### src/rtl/aan_pkg.sv
// shared constants for the auto-negotiation advertisement register block
package aan_pkg;
    localparam int REG_W = 16;
    localparam int ADDR_W = 5;
    localparam logic [ADDR_W-1:0] ADV_ADDR = 5'h04;
    // bit positions of the advertisement register
    localparam int NEXT_PAGE_BIT = 15;
    localparam int RSVD_ACK_BIT = 14;
    localparam int REMOTE_FAULT_BIT = 13;
    localparam int RSVD_HI = 12;
    localparam int RSVD_LO = 10;
    localparam int T4_BIT = 9;
    localparam int TAF_HI = 8;
    localparam int TAF_LO = 5;
    localparam int SEL_HI = 4;
    localparam int SEL_LO = 0;
    localparam int TAF_W = 4;
    localparam int SEL_W = 5;
    localparam int RSVD_W = 3;
    // reset values
    localparam logic NEXT_PAGE_RST = 1'b0;
    localparam logic RSVD_BIT_RST = 1'b0;
    localparam logic [RSVD_W-1:0] RSVD_RST = 3'h0;
    localparam logic [TAF_W-1:0] TAF_RST = 4'hF;
    localparam logic [SEL_W-1:0] SEL_IEEE_8023 = 5'h01;
    localparam logic [REG_W-1:0] RDATA_RST = 16'h0000;
    // one-hot positions inside the technology ability field
    localparam logic [TAF_W-1:0] TAF_100_FD = 4'h8;
    localparam logic [TAF_W-1:0] TAF_100_HD = 4'h4;
    localparam logic [TAF_W-1:0] TAF_10_FD = 4'h2;
    localparam logic [TAF_W-1:0] TAF_10_HD = 4'h1;
    // every ability the device supports, for the status bits
    localparam logic [TAF_W-1:0] TAF_SUPPORTED = 4'hF;
    typedef enum logic [1:0] {
        AAN_INIT = 2'b00,
        AAN_NEGOTIATE = 2'b01,
        AAN_IDLE = 2'b10
    } aan_state_t;
endpackage

### src/rtl/aan_adv_reg.sv
// auto-negotiation advertisement register with link code word and forced-mode outputs
//
// Contract
// next-page bit 15 is read/write, resets clear, advertised when set
// reserved bits 14 and 12:10 always read as zero
// management writes reserved bits with their default values on every write; the bench also writes 16'hFFFF and 16'h5D22 with keep_rsvd off
// override-writable bits ignore writes unless command-override input is one
// remote-fault bit 13 follows local link fault and goes in code word
// 100BASE-T4 bit 9 is always zero
// bits 8..5 advertise 100FD, 100HD, 10FD, 10HD; one means advertised
// in hardware mode ability bits 8..5 are read-only
// hardware mode, negotiation pin low: skip negotiation, idle at pin speed/duplex
// hardware mode, negotiation pin high: negotiate after reset, one-hot pin ability
// status capability bits always show all supported abilities
// software mode ability bits are override-writable, default all ones
// software mode, negotiation disabled: idle at control speed and duplex bits
// software mode, negotiation enabled: advertise exactly the ability bits
// management may change abilities then restart negotiation to apply them
// selector field holds 00001b and is sent as message type
// negotiation enabled: link code word built from register contents
// read returns every implemented bit, fixed and reserved bits constant
`timescale 1ns/1ps
module aan_adv_reg (
    input wire logic clock_i,
    input wire logic rst_n_i,
    input wire logic mgmt_wr_i,
    input wire logic mgmt_rd_i,
    input wire logic [aan_pkg::ADDR_W-1:0] mgmt_addr_i,
    input wire logic [aan_pkg::REG_W-1:0] mgmt_wdata_i,
    output logic [aan_pkg::REG_W-1:0] mgmt_rdata_o,
    input wire logic command_override_i,
    input wire logic hardware_software_mode_pin_i,
    input wire logic autoneg_select_pin_i,
    input wire logic speed_select_pin_i,
    input wire logic duplex_select_pin_i,
    input wire logic ctrl_autoneg_enable_i,
    input wire logic ctrl_speed_100_i,
    input wire logic ctrl_full_duplex_i,
    input wire logic autoneg_restart_i,
    input wire logic link_fault_i,
    output logic [aan_pkg::REG_W-1:0] link_code_word_o,
    output logic autoneg_start_o,
    output logic autoneg_active_o,
    output logic forced_idle_o,
    output logic forced_speed_100_o,
    output logic forced_full_duplex_o,
    output logic [aan_pkg::TAF_W-1:0] status_abilities_o
);
    typedef struct packed {
        logic rst_meta;
        logic rst_sync;
        aan_pkg::aan_state_t state;
        logic next_page;
        logic rsvd_ack;
        logic remote_fault;
        logic [aan_pkg::RSVD_W-1:0] rsvd;
        logic [aan_pkg::TAF_W-1:0] technology_ability_field;
        logic [aan_pkg::SEL_W-1:0] sel;
        logic [aan_pkg::REG_W-1:0] rdata;
        logic [aan_pkg::REG_W-1:0] lcw;
        logic start;
        logic forced_100;
        logic forced_fd;
    } aan_regs_t;

    aan_regs_t s_reg;
    aan_regs_t s_next;
    logic [aan_pkg::TAF_W-1:0] pin_ability;
    logic [aan_pkg::REG_W-1:0] adv_view;
    logic [aan_pkg::REG_W-1:0] adv_word;
    logic adv_wr;
    logic an_on;
    logic hw_mode;

    // ability implied by the select pins in hardware mode
    aan_ability_select u_ability (
        .speed_100_i(speed_select_pin_i),
        .full_duplex_i(duplex_select_pin_i),
        .ability_o(pin_ability)
    );

    // mode decode and register images
    always_comb begin
        hw_mode = ~hardware_software_mode_pin_i;
        an_on = hw_mode ? autoneg_select_pin_i : ctrl_autoneg_enable_i;
        adv_wr = mgmt_wr_i && (mgmt_addr_i == aan_pkg::ADV_ADDR);
        // management view: reserved bits and bit 9 read as zero
        adv_view = '0;
        adv_view[aan_pkg::NEXT_PAGE_BIT] = s_reg.next_page;
        adv_view[aan_pkg::REMOTE_FAULT_BIT] = s_reg.remote_fault;
        // hardware mode shows the pin choice at once, so the first code word after reset is one-hot
        if (hw_mode) begin
            adv_view[aan_pkg::TAF_HI:aan_pkg::TAF_LO] = pin_ability;
        end else begin
            adv_view[aan_pkg::TAF_HI:aan_pkg::TAF_LO] = s_reg.technology_ability_field;
        end
        adv_view[aan_pkg::SEL_HI:aan_pkg::SEL_LO] = s_reg.sel;
        // transmitted word: acknowledge and reserved positions sent as zero
        adv_word = adv_view;
    end

    // next-state logic for the whole block
    always_comb begin
        s_next = s_reg;
        s_next.rst_meta = 1'b1;
        s_next.rst_sync = s_reg.rst_meta;
        s_next.start = 1'b0;
        // next page is plain read/write
        if (adv_wr) begin
            s_next.next_page = mgmt_wdata_i[aan_pkg::NEXT_PAGE_BIT];
        end
        // reserved and selector bits take writes only under override
        if (adv_wr && command_override_i) begin
            s_next.rsvd_ack = mgmt_wdata_i[aan_pkg::RSVD_ACK_BIT];
            s_next.rsvd = mgmt_wdata_i[aan_pkg::RSVD_HI:aan_pkg::RSVD_LO];
            s_next.sel = mgmt_wdata_i[aan_pkg::SEL_HI:aan_pkg::SEL_LO];
        end
        // remote fault tracks the local fault detector
        s_next.remote_fault = link_fault_i;
        // ability field: pins in hardware mode, override-write in software mode
        if (hw_mode) begin
            s_next.technology_ability_field = pin_ability;
        end else if (adv_wr && command_override_i) begin
            s_next.technology_ability_field = mgmt_wdata_i[aan_pkg::TAF_HI:aan_pkg::TAF_LO];
        end
        // registered read data, zero for any other address
        if (mgmt_rd_i) begin
            s_next.rdata = (mgmt_addr_i == aan_pkg::ADV_ADDR) ? adv_view : aan_pkg::RDATA_RST;
        end
        // forced speed and duplex source depends on the mode
        s_next.forced_100 = hw_mode ? speed_select_pin_i : ctrl_speed_100_i;
        s_next.forced_fd = hw_mode ? duplex_select_pin_i : ctrl_full_duplex_i;
        // negotiation sequencer
        unique case (s_reg.state)
            aan_pkg::AAN_INIT: begin
                if (s_reg.rst_sync) begin
                    if (an_on) begin
                        s_next.state = aan_pkg::AAN_NEGOTIATE;
                        s_next.start = 1'b1;
                        s_next.lcw = adv_word;
                    end else begin
                        s_next.state = aan_pkg::AAN_IDLE;
                    end
                end
            end
            aan_pkg::AAN_NEGOTIATE: begin
                if (!an_on) begin
                    s_next.state = aan_pkg::AAN_IDLE;
                end else if (autoneg_restart_i) begin
                    s_next.start = 1'b1;
                    s_next.lcw = adv_word;
                end
            end
            aan_pkg::AAN_IDLE: begin
                if (an_on) begin
                    s_next.state = aan_pkg::AAN_NEGOTIATE;
                    s_next.start = 1'b1;
                    s_next.lcw = adv_word;
                end
            end
            default: begin
                s_next.state = aan_pkg::AAN_INIT;
            end
        endcase
    end

    // one register process: raw reset loads every reset value, the synchronised copy holds state until release
    always_ff @(posedge clock_i or negedge rst_n_i) begin
        if (!rst_n_i) begin
            s_reg.rst_meta <= 1'b0;
            s_reg.rst_sync <= 1'b0;
            s_reg.state <= aan_pkg::AAN_INIT;
            s_reg.next_page <= aan_pkg::NEXT_PAGE_RST;
            s_reg.rsvd_ack <= aan_pkg::RSVD_BIT_RST;
            s_reg.remote_fault <= 1'b0;
            s_reg.rsvd <= aan_pkg::RSVD_RST;
            s_reg.technology_ability_field <= aan_pkg::TAF_RST;
            s_reg.sel <= aan_pkg::SEL_IEEE_8023;
            s_reg.rdata <= aan_pkg::RDATA_RST;
            s_reg.lcw <= aan_pkg::RDATA_RST;
            s_reg.start <= 1'b0;
            s_reg.forced_100 <= 1'b0;
            s_reg.forced_fd <= 1'b0;
        end else if (!s_reg.rst_sync) begin
            s_reg.rst_meta <= s_next.rst_meta;
            s_reg.rst_sync <= s_next.rst_sync;
            s_reg.state <= aan_pkg::AAN_INIT;
            s_reg.next_page <= aan_pkg::NEXT_PAGE_RST;
            s_reg.rsvd_ack <= aan_pkg::RSVD_BIT_RST;
            s_reg.remote_fault <= 1'b0;
            s_reg.rsvd <= aan_pkg::RSVD_RST;
            s_reg.technology_ability_field <= aan_pkg::TAF_RST;
            s_reg.sel <= aan_pkg::SEL_IEEE_8023;
            s_reg.rdata <= aan_pkg::RDATA_RST;
            s_reg.lcw <= aan_pkg::RDATA_RST;
            s_reg.start <= 1'b0;
            s_reg.forced_100 <= 1'b0;
            s_reg.forced_fd <= 1'b0;
        end else begin
            s_reg.rst_meta <= s_next.rst_meta;
            s_reg.rst_sync <= s_next.rst_sync;
            s_reg.state <= s_next.state;
            s_reg.next_page <= s_next.next_page;
            s_reg.rsvd_ack <= s_next.rsvd_ack;
            s_reg.remote_fault <= s_next.remote_fault;
            s_reg.rsvd <= s_next.rsvd;
            s_reg.technology_ability_field <= s_next.technology_ability_field;
            s_reg.sel <= s_next.sel;
            s_reg.rdata <= s_next.rdata;
            s_reg.lcw <= s_next.lcw;
            s_reg.start <= s_next.start;
            s_reg.forced_100 <= s_next.forced_100;
            s_reg.forced_fd <= s_next.forced_fd;
        end
    end

    // outputs
    assign mgmt_rdata_o = s_reg.rdata;
    assign link_code_word_o = s_reg.lcw;
    assign autoneg_start_o = s_reg.start;
    assign autoneg_active_o = (s_reg.state == aan_pkg::AAN_NEGOTIATE);
    assign forced_idle_o = (s_reg.state == aan_pkg::AAN_IDLE);
    assign forced_speed_100_o = s_reg.forced_100;
    assign forced_full_duplex_o = s_reg.forced_fd;
    assign status_abilities_o = aan_pkg::TAF_SUPPORTED;
endmodule

### src/rtl/aan_ability_select.sv
// one-hot ability chosen by the speed and duplex select pins
`timescale 1ns/1ps
module aan_ability_select (
    input wire logic speed_100_i,
    input wire logic full_duplex_i,
    output logic [aan_pkg::TAF_W-1:0] ability_o
);
    // exactly one of the four abilities is set
    always_comb begin
        unique case ({speed_100_i, full_duplex_i})
            2'b11: ability_o = aan_pkg::TAF_100_FD;
            2'b10: ability_o = aan_pkg::TAF_100_HD;
            2'b01: ability_o = aan_pkg::TAF_10_FD;
            2'b00: ability_o = aan_pkg::TAF_10_HD;
        endcase
    end
endmodule

### config.mk
export PLATFORM = sky130hd
export DESIGN_NAME = aan_adv_reg
export DESIGN_NICKNAME = d
export VERILOG_FILES = /design/src/rtl/aan_pkg.sv /design/src/rtl/aan_adv_reg.sv /design/src/rtl/aan_ability_select.sv
export SDC_FILE = /design/constraint.sdc
export NUM_CORES = 1
export LEC_CHECK = 0
export BUFFER_PORTS_ARGS = -buffer_cell sky130_fd_sc_hd__buf_2
export CAP_MARGIN = 30
export CORE_MARGIN = 5
export CORE_UTILIZATION = 49
export CTS_CLUSTER_DIAMETER = 40
export DETAILED_ROUTE_END_ITERATION = 8
export PLACE_DENSITY = 0.91
export SLEW_MARGIN = 5
export SYNTH_ARGS = -nofsm -noshare
export SYNTH_HDL_FRONTEND = slang
export SYNTH_HIERARCHICAL = 1
export SYNTH_SLANG_ARGS = --single-unit
### constraint.sdc
create_clock -name clock_i -period 1.68 [get_ports clock_i]
set_input_delay 0.336 -clock clock_i [delete_from_list [all_inputs] [get_ports clock_i]]
set_output_delay 0.336 -clock clock_i [all_outputs]
set_load 0.05 [all_outputs]
==> results of run 1 <==
[where the power goes]
group / switching [mW] / total (mW) / internal, mW
clock network: 0.312 / 0.640 / 0.327
registers: 0.0175 / 1.02 / 1.00
logic: 0.264 / 0.380 / 0.116
total: 0.594 / 2.04 / 1.45
[cells by family (layout without fill, tap and decap cells)]
group                  after synthesis  after routing
AOI/OAI and AO/OA                   18             18
and+or+nand+nor                     81             81
other                                2             15
buffers and inverters               46             69
DFF                                 40             40
muxes                               19             19
[per-stage QoR]
| stage | power (mW) | setup TNS (ns) | hold WS [ns] | std cells | setup WS (ns) |
|---|---|---|---|---|---|
| 6_report | 2.042 | 0 | 0.004512 | 294 | 0.2340 |
| 5_1_grt | 2.143 | 0 | 0.02912 | 294 | 0.1551 |
| 4_1_cts | 2.064 | 0 | 0.01871 | 294 | 0.2158 |
| 3_5_place_dp | 1.426 | -0.01704 | 0.3283 | 286 | -0.008658 |
| 3_3_place_gp | 1.419 | 0 | 0.3214 | 286 | 0.01730 |
| 2_1_floorplan | 1.354 | 0 | 0.04041 | 219 | 0.1013 |
[layout make-up]
class | count | area, sq um
fillers | 380 | 1929
clock buffers | 6 | 82.58
flip-flops and latches | 40 | 1007
clock inverters | 2 | 10.01
well taps | 52 | 65.06
repair buffers | 61 | 345.3
multi-input cells | 133 | 854.6
[final timing paths]
check	endpoint	slack (ns)
worst min register to register	s_reg[52]$_DFF_PN0_	0.35
min in group clock_i	adv_view[13]$_DFF_PN0_	0.27
worst max-delay path	autoneg_active_o	0.23
worst min-delay path	adv_view[1]$_DFFE_PN0P_	0.005
max in group asynchronous	s_reg[40]$_DFFE_PN1P_	1.12
worst max register to register	link_code_word_o[4]$_DFFE_PN0P_	0.36
[Yosys cell counts]
cell	n	area share, %
a21boi_0	10	3.5
a21boi_1	1	0.35
a21oi_1	1	0.24
a21oi_4	1	0.77
a41o_1	1	0.47
and2_1	2	0.59
and2_2	1	0.35
and2b_2	1	0.41
and3_1	1	0.29
buf_1	1	0.18
buf_2	2	0.47
buf_4	36	13
clkbuf_1	6	1.1
clkbuf_2	1	0.24
conb_1	2	0.35
dfrtp_1	35	41
dfstp_2	5	6.2
mux2_1	4	2.1
mux2i_1	15	7.1
nand2_1	18	3.2
nand2b_1	17	5.0
nand3_1	19	4.5
nor2_1	3	0.53
nor2_2	1	0.29
nor2b_1	16	4.7
nor3_4	1	0.77
o211a_1	4	1.9
or3_4	1	0.53
[worst max-delay path, cell delays in order (launching register included)]
cell     delay [ns]
dfrtp_1        0.42
nor2b_1        0.15
buf_2          0.27
[layer usage]
| metal | global-route usage (%) | wire length (microns) | vias to the layer above |
|---|---|---|---|
| li1 | - | - | 695 |
| met1 | 16.74 | 1544 | 666 |
| met2 | 24.05 | 1937 | 37 |
| met3 | 4.090 | 301 | 4 |
| met4 | 6.019 | 43 | 0 |
| met5 | 0 | 0 | - |
==> flow_metrics.env, run 1 <==
export IMPL_startpoint="s_reg[50]$_DFFE_PN0P_"
export IMPL_fmax_mhz=691.6
export IMPL_fin_area_sq_um=2365
export IMPL_setup_violations=0
export IMPL_layout_nets=276
export IMPL_start_util_pct=49.48
export IMPL_final_cell_mix="buf_2, dfrtp_1, nand3_1, nand2_1, nand2b_1"
export IMPL_yosys_warnings=6
export IMPL_maxCapViolations=0
export IMPL_synth_simple_gate_area_share_pct=21.14
export IMPL_die_h_microns=75.85
export IMPL_grt_pass1_wl_microns=6189
export IMPL_wl_microns=3826
export IMPL_start_kind="register"
export IMPL_yosys_area_share_xor_xnor_pct=0
export IMPL_dp_hpwl_microns=2832
export IMPL_rr_startpoint="s_reg[51]$_DFFE_PN0P_"
export IMPL_period_share_pct=86.07
export IMPL_avgSynthCellArea_sq_um=10.31
export IMPL_crit_type="reg2out"
export IMPL_synth_cell_types=28
export IMPL_cts_sinks=40
export IMPL_antenna_found_initial=0
export IMPL_ctsResizeCount=0
export IMPL_ctsHoldBuffers=0
export IMPL_cp_end_kind="primary output"
export IMPL_outcome="finished clean"
export IMPL_cts_tree="yes"
export IMPL_postLayoutCoreUtil_pct=55.07
export IMPL_period_needed_ns=1.446
export IMPL_cp_arrival_ns=1.11
export IMPL_drive_gt1_share_pct=33.06
export IMPL_die_w_microns=75.85
export IMPL_die_area_sq_um=5752
export IMPL_syn_area_sq_um=2125
export IMPL_dr_total_vias=1402
export IMPL_ys_seq_area_share_pct=47.41
export IMPL_cts_max_path_buffers=2
export IMPL_cp_max_fo=4
export IMPL_netlist_instances=206
export IMPL_yosys_area_share_adder_pct=0
export IMPL_ios=76
export IMPL_grt_max_degree=40
export IMPL_drtIter0Drc=83
export IMPL_gp_congestion=0.7764
export IMPL_synth_top_family_by_area="simple AND/OR/NAND/NOR gates"
export IMPL_first_pass_iters=4
export IMPL_rsz0062_at_grt="false"
export IMPL_drv_slew=0
export IMPL_p_leak_nw=1.230
export IMPL_finalHoldViolations=0
export IMPL_root_buffer="clkbuf_8"
export IMPL_htreeDepth=2
export IMPL_post_drt_wl_per_cell_microns=13.01
export IMPL_crit_required_ns=1.34
export IMPL_grt_use_total_pct=14.20
export IMPL_clk_latency_ns=0.28
export IMPL_hp_class="in2async"
export IMPL_postRouteAntennaNets=0
export IMPL_synth_seq_cells=40
export IMPL_drc=0
export IMPL_viasPerCell=4.769
export IMPL_antenna_cells=0
export IMPL_fin_skew_ns=0.003431
export IMPL_cts_buffers=5
export IMPL_core_sq_um=4294
export IMPL_area_delta_synth_final_pct=11.31
export IMPL_place_area_sq_um=2272
export IMPL_grt_overflow=0
export IMPL_ff2ff_path_depth=5
export IMPL_cts_setup_buffers=0
export IMPL_clk_pin_slew_ns=0.07
export IMPL_final_common_cell="buf_2"
export IMPL_synth_compound_area_share_pct=7.244
export IMPL_rows=24
export IMPL_port_buffers=55
export IMPL_first_global_vias=1385
export IMPL_synth_area_mux_share_pct=9.187
export IMPL_ir_drop_mv=0.3324
export IMPL_powerDensity_nw_per_um2=863.7
Note: power is estimated with default switching activity, not from simulation.
==> inputs of run 2 (changes only) <==
--- a/config.mk
+++ b/config.mk
@@ -8,10 +8,11 @@
 export BUFFER_PORTS_ARGS = -buffer_cell sky130_fd_sc_hd__buf_2
 export CAP_MARGIN = 30
 export CORE_MARGIN = 5
-export CORE_UTILIZATION = 49
+export CORE_UTILIZATION = 51
+export CTS_BUF_LIST = sky130_fd_sc_hd__clkbuf_4
 export CTS_CLUSTER_DIAMETER = 40
 export DETAILED_ROUTE_END_ITERATION = 8
-export PLACE_DENSITY = 0.91
+export PLACE_DENSITY = 0.94
 export SLEW_MARGIN = 5
 export SYNTH_ARGS = -nofsm -noshare
 export SYNTH_HDL_FRONTEND = slang
==> flow_metrics.env, run 2 (synthesized netlist as in run 1, its figures left out) <==
export IMPL_outcome="finished clean"
export IMPL_viasPerCell=4.864
export IMPL_power_mw=1.887
export IMPL_drc=0
export IMPL_antenna_cells=0
export IMPL_drtIter0Drc=100
export IMPL_drv_slew=0
export IMPL_hp_class="in2reg"
export IMPL_antenna_found_initial=0
export IMPL_wl_microns=4003
export IMPL_slowest_stage="dfrtp_1"
export IMPL_period_needed_ns=1.507
export IMPL_grt_overflow=0
export IMPL_fmax_mhz=663.7
export IMPL_postRouteAntennaNets=0
export IMPL_crit_type="reg2out"
export IMPL_die_w_microns=74.54
export IMPL_powerDensity_nw_per_um2=807.0
export IMPL_drive_gt1_share_pct=33.06
export IMPL_cts_buffers=5
export IMPL_fill_cells=376
export IMPL_core_sq_um=4029
export IMPL_p_leak_nw=1.222
export IMPL_ctsResizeCount=0
export IMPL_critPathMaxStageDelay_ns=0.44
export IMPL_cts_max_path_buffers=2
export IMPL_first_global_vias=1478
export IMPL_area_delta_synth_final_pct=10.07
export IMPL_port_buffers=55
export IMPL_setup_violations=0
export IMPL_cts_sinks=40
export IMPL_ctsHoldBuffers=1
export IMPL_start_util_pct=52.73
export IMPL_layout_nets=279
export IMPL_finalHoldViolations=0
export IMPL_clk_latency_ns=0.33
export IMPL_fin_skew_ns=0.006485
export IMPL_grt_pass1_wl_microns=6699
export IMPL_final_common_cell="buf_2"
export IMPL_grt_use_total_pct=15.70
export IMPL_grt_max_degree=23
export IMPL_rows=23
export IMPL_dp_cells=286
export IMPL_die_h_microns=74.54
export IMPL_ios=76
export IMPL_multi_input_area_sq_um=854.6
export IMPL_htreeDepth=2
export IMPL_crit_required_ns=1.34
export IMPL_fin_setup_tns_ns=0
export IMPL_final_cell_mix="buf_2, dfrtp_1, nand3_1, nand2_1, nand2b_1"
export IMPL_rsz0062_at_grt="false"
export IMPL_cp_end_kind="primary output"
export IMPL_fin_cells=295
export IMPL_clk_pin_slew_ns=0.11
export IMPL_cp_arrival_ns=1.17
export IMPL_cts_tree="yes"
export IMPL_first_pass_iters=4
export IMPL_post_drt_wl_per_cell_microns=13.57
export IMPL_dp_hpwl_microns=3072
export IMPL_gp_congestion=0.8028
export IMPL_path_cells="nor2b_1, buf_2"
export IMPL_cp_max_fo=4
export IMPL_cts_setup_buffers=0
export IMPL_postLayoutCoreUtil_pct=58.04
export IMPL_root_buffer="clkbuf_4"
export IMPL_period_share_pct=89.68
export IMPL_register_area_sq_um=1007
export IMPL_die_area_sq_um=5556
export IMPL_maxCapViolations=0
export IMPL_start_kind="register"
export IMPL_dr_total_vias=1435
export IMPL_ir_drop_mv=0.3068
[run 2: where the power goes]
part / leakage, nW / internal, mW / switching (mW)
clock: 0.0338 / 0.194 / 0.287
sequential: 0.526 / 1.00 / 0.0191
combinational: 0.663 / 0.116 / 0.266
[run 2: final cells by class]
type | count | share of cell area, %
Sequential cell | 40 | 43.07
Multi-Input combinational cell | 133 | 36.54
Timing Repair Buffer | 64 | 15.30
Tap cell | 50 | 2.675
Clock buffer | 7 | 2.247
Clock inverter | 1 | 0.1605
[run 2: per-stage QoR]
step	setup WS [ns]	area [sq um]	hold slack, ns
final	0.1734	2338	0.2210
after global routing	0.09976	2338	0.1996
after CTS	0.1505	2338	0.2075
after detailed placement	-0.01967	2272	0.3113
after global placement	0.01846	2272	0.3061
after floorplan	0.1013	2173	0.04041
[run 2: routing by layer]
layer  up-vias  share of wire, %  GRT usage, %
li1        705                 -             -
met1       684                41         19.45
met2        39                52         27.22
met3         7               5.7         2.297
met4         0               1.8         6.719
met5         -                 0             0
[run 2: worst paths after layout]
kind / start / end / slack, ns / cells after the start
min in group asynchronous: rst_n_i / link_code_word_o[5]$_DFFE_PN0P_ / 0.48 / 2
hold / removal: link_fault_i / adv_view[13]$_DFF_PN0_ / 0.22 / 2
setup reg to reg: s_reg[51]$_DFFE_PN0P_ / link_code_word_o[0]$_DFFE_PN0P_ / 0.34 / 5
setup / recovery: s_reg[50]$_DFFE_PN0P_ / autoneg_active_o / 0.17 / 2
max in group asynchronous: rst_n_i / mgmt_rdata_o[8]$_DFFE_PN0P_ / 0.73 / 3
hold reg to reg: s_next[52]$_DFF_PN0_ / s_reg[52]$_DFF_PN0_ / 0.36 / 0
[run 2: worst max-delay path, delay by kind of cell (launching register included)]
kind	cells	cell delay, ns
DFF	1	0.44
buffers and inverters	1	0.26
and+or+nand+nor	1	0.14
==> inputs of run 3 (changes only) <==
==> constraint.sdc (replaced) <==
create_clock -name clock_i -period 1.45 [get_ports clock_i]
set_input_delay 0.29 -clock clock_i [delete_from_list [all_inputs] [get_ports clock_i]]
set_output_delay 0.29 -clock clock_i [all_outputs]
set_load 0.05 [all_outputs]
==> flow_metrics.env, run 3 (synthesized netlist as in run 1, its figures left out) <==
export IMPL_outcome="finished clean"
export IMPL_rows=23
export IMPL_crit_required_ns=1.16
export IMPL_post_drt_wl_per_cell_microns=13.54
export IMPL_drtIter0Drc=76
export IMPL_cp_max_fo=4
export IMPL_drv_slew=0
export IMPL_dp_hpwl_microns=3050
export IMPL_hold_ws_ns=0.1665
export IMPL_maxCapViolations=0
export IMPL_period_needed_ns=1.374
export IMPL_root_buffer="clkbuf_4"
export IMPL_grt_max_degree=25
export IMPL_die_area_sq_um=5556
export IMPL_fin_cells=296
export IMPL_cts_tree="yes"
export IMPL_rsz0062_at_grt="false"
export IMPL_area_delta_synth_final_pct=11.48
export IMPL_die_h_microns=74.54
export IMPL_setup_violations=0
export IMPL_clk_latency_ns=0.34
export IMPL_start_kind="register"
export IMPL_grt_pass1_wl_microns=6644
export IMPL_p_leak_nw=1.230
export IMPL_drc=0
export IMPL_final_cell_mix="buf_2, dfrtp_1, nand3_1, nand2_1, nand2b_1"
export IMPL_htreeDepth=2
export IMPL_cts_buffers=5
export IMPL_fin_setup_tns_ns=0
export IMPL_cp_arrival_ns=1.08
export IMPL_layout_nets=280
export IMPL_viasPerCell=4.966
export IMPL_period_share_pct=94.78
export IMPL_start_util_pct=52.73
export IMPL_first_global_vias=1481
export IMPL_clk_pin_slew_ns=0.11
export IMPL_cp_end_kind="primary output"
export IMPL_powerDensity_nw_per_um2=927.5
export IMPL_dp_cells=286
export IMPL_postLayoutCoreUtil_pct=58.79
export IMPL_ir_drop_mv=0.3801
export IMPL_fmax_mhz=727.7
export IMPL_postRouteAntennaNets=0
export IMPL_die_w_microns=74.54
export IMPL_first_pass_iters=4
export IMPL_cts_sinks=40
export IMPL_power_mw=2.197
export IMPL_finalHoldViolations=0
export IMPL_hp_class="in2reg"
export IMPL_drive_gt1_share_pct=33.74
export IMPL_antenna_cells=0
export IMPL_fin_skew_ns=0.005747
export IMPL_dr_total_vias=1470
export IMPL_ios=76
export IMPL_antenna_found_initial=0
export IMPL_port_buffers=55
export IMPL_grt_overflow=0
export IMPL_gp_congestion=0.7802
export IMPL_final_common_cell="buf_2"
export IMPL_grt_use_total_pct=15.69
export IMPL_wl_microns=4009
export IMPL_cts_max_path_buffers=2
export IMPL_core_sq_um=4029
export IMPL_crit_type="reg2out"
-- run 3: path summary, 6_finish.rpt --
kind                                              endpoint  cells past startpoint  slack [ns]             startpoint
min                                 adv_view[13]$_DFF_PN0_                      2        0.17           link_fault_i
min reg2reg                            s_reg[52]$_DFF_PN0_                      0        0.36   s_next[52]$_DFF_PN0_
max                                          forced_idle_o                      2        0.08  s_reg[50]$_DFFE_PN0P_
min in group asynchronous      mgmt_rdata_o[0]$_DFFE_PN0P_                      2        0.42                rst_n_i
max in group asynchronous            s_reg[50]$_DFFE_PN0P_                      3        0.58                rst_n_i
max reg2reg                link_code_word_o[1]$_DFFE_PN0P_                      5        0.10  s_reg[51]$_DFFE_PN0P_
-- run 3: critical path, cell delays in order (launching register included) --
cell and delay, ns:
dfrtp_2 0.44, nor2b_1 0.11, buf_4 0.20
-- run 3: power breakdown --
| part | total (mW) | switching (mW) | internal, mW |
|---|---|---|---|
| registers | 1.19 | 0.0220 | 1.16 |
| clock network | 0.555 | 0.331 | 0.224 |
| logic | 0.455 | 0.309 | 0.146 |
-- run 3: metal layers --
metal  global-route usage [%]  share of wire (%)  vias up
met5                        0                  0        -
met4                    6.324                1.6        0
met3                    4.730                7.0        7
met2                    26.83                 51       42
met1                    18.38                 40      715
li1                         -                  -      706
-- run 3: what timing repair did --
item | CTS | global route
setup endpoints to repair | 2 | 2
gates cloned | 0 | 0
gates resized for setup | 2 | 2
hold buffers | 1 | 0
endpoints found under the hold margin | 11 | 0
setup buffers | 0 | 1
-- run 3: cell type report --
cell class | instances | area, sq um
well taps | 50 | 62.56
clock inverters | 1 | 3.754
multi-input cells | 133 | 854.6
repair buffers | 65 | 386.6
clock buffers | 7 | 52.55
flip-flops and latches | 40 | 1008
fillers | 374 | 1660
-- run 3: per-stage QoR --
stage / area, sq um / setup slack, ns
6_report: 2369 / 0.07572
3_3_place_gp: 2285 / -0.08999
5_1_grt: 2369 / 0.02058
4_1_cts: 2356 / 0.01601
3_5_place_dp: 2285 / -0.1324
2_1_floorplan: 2173 / -0.001973
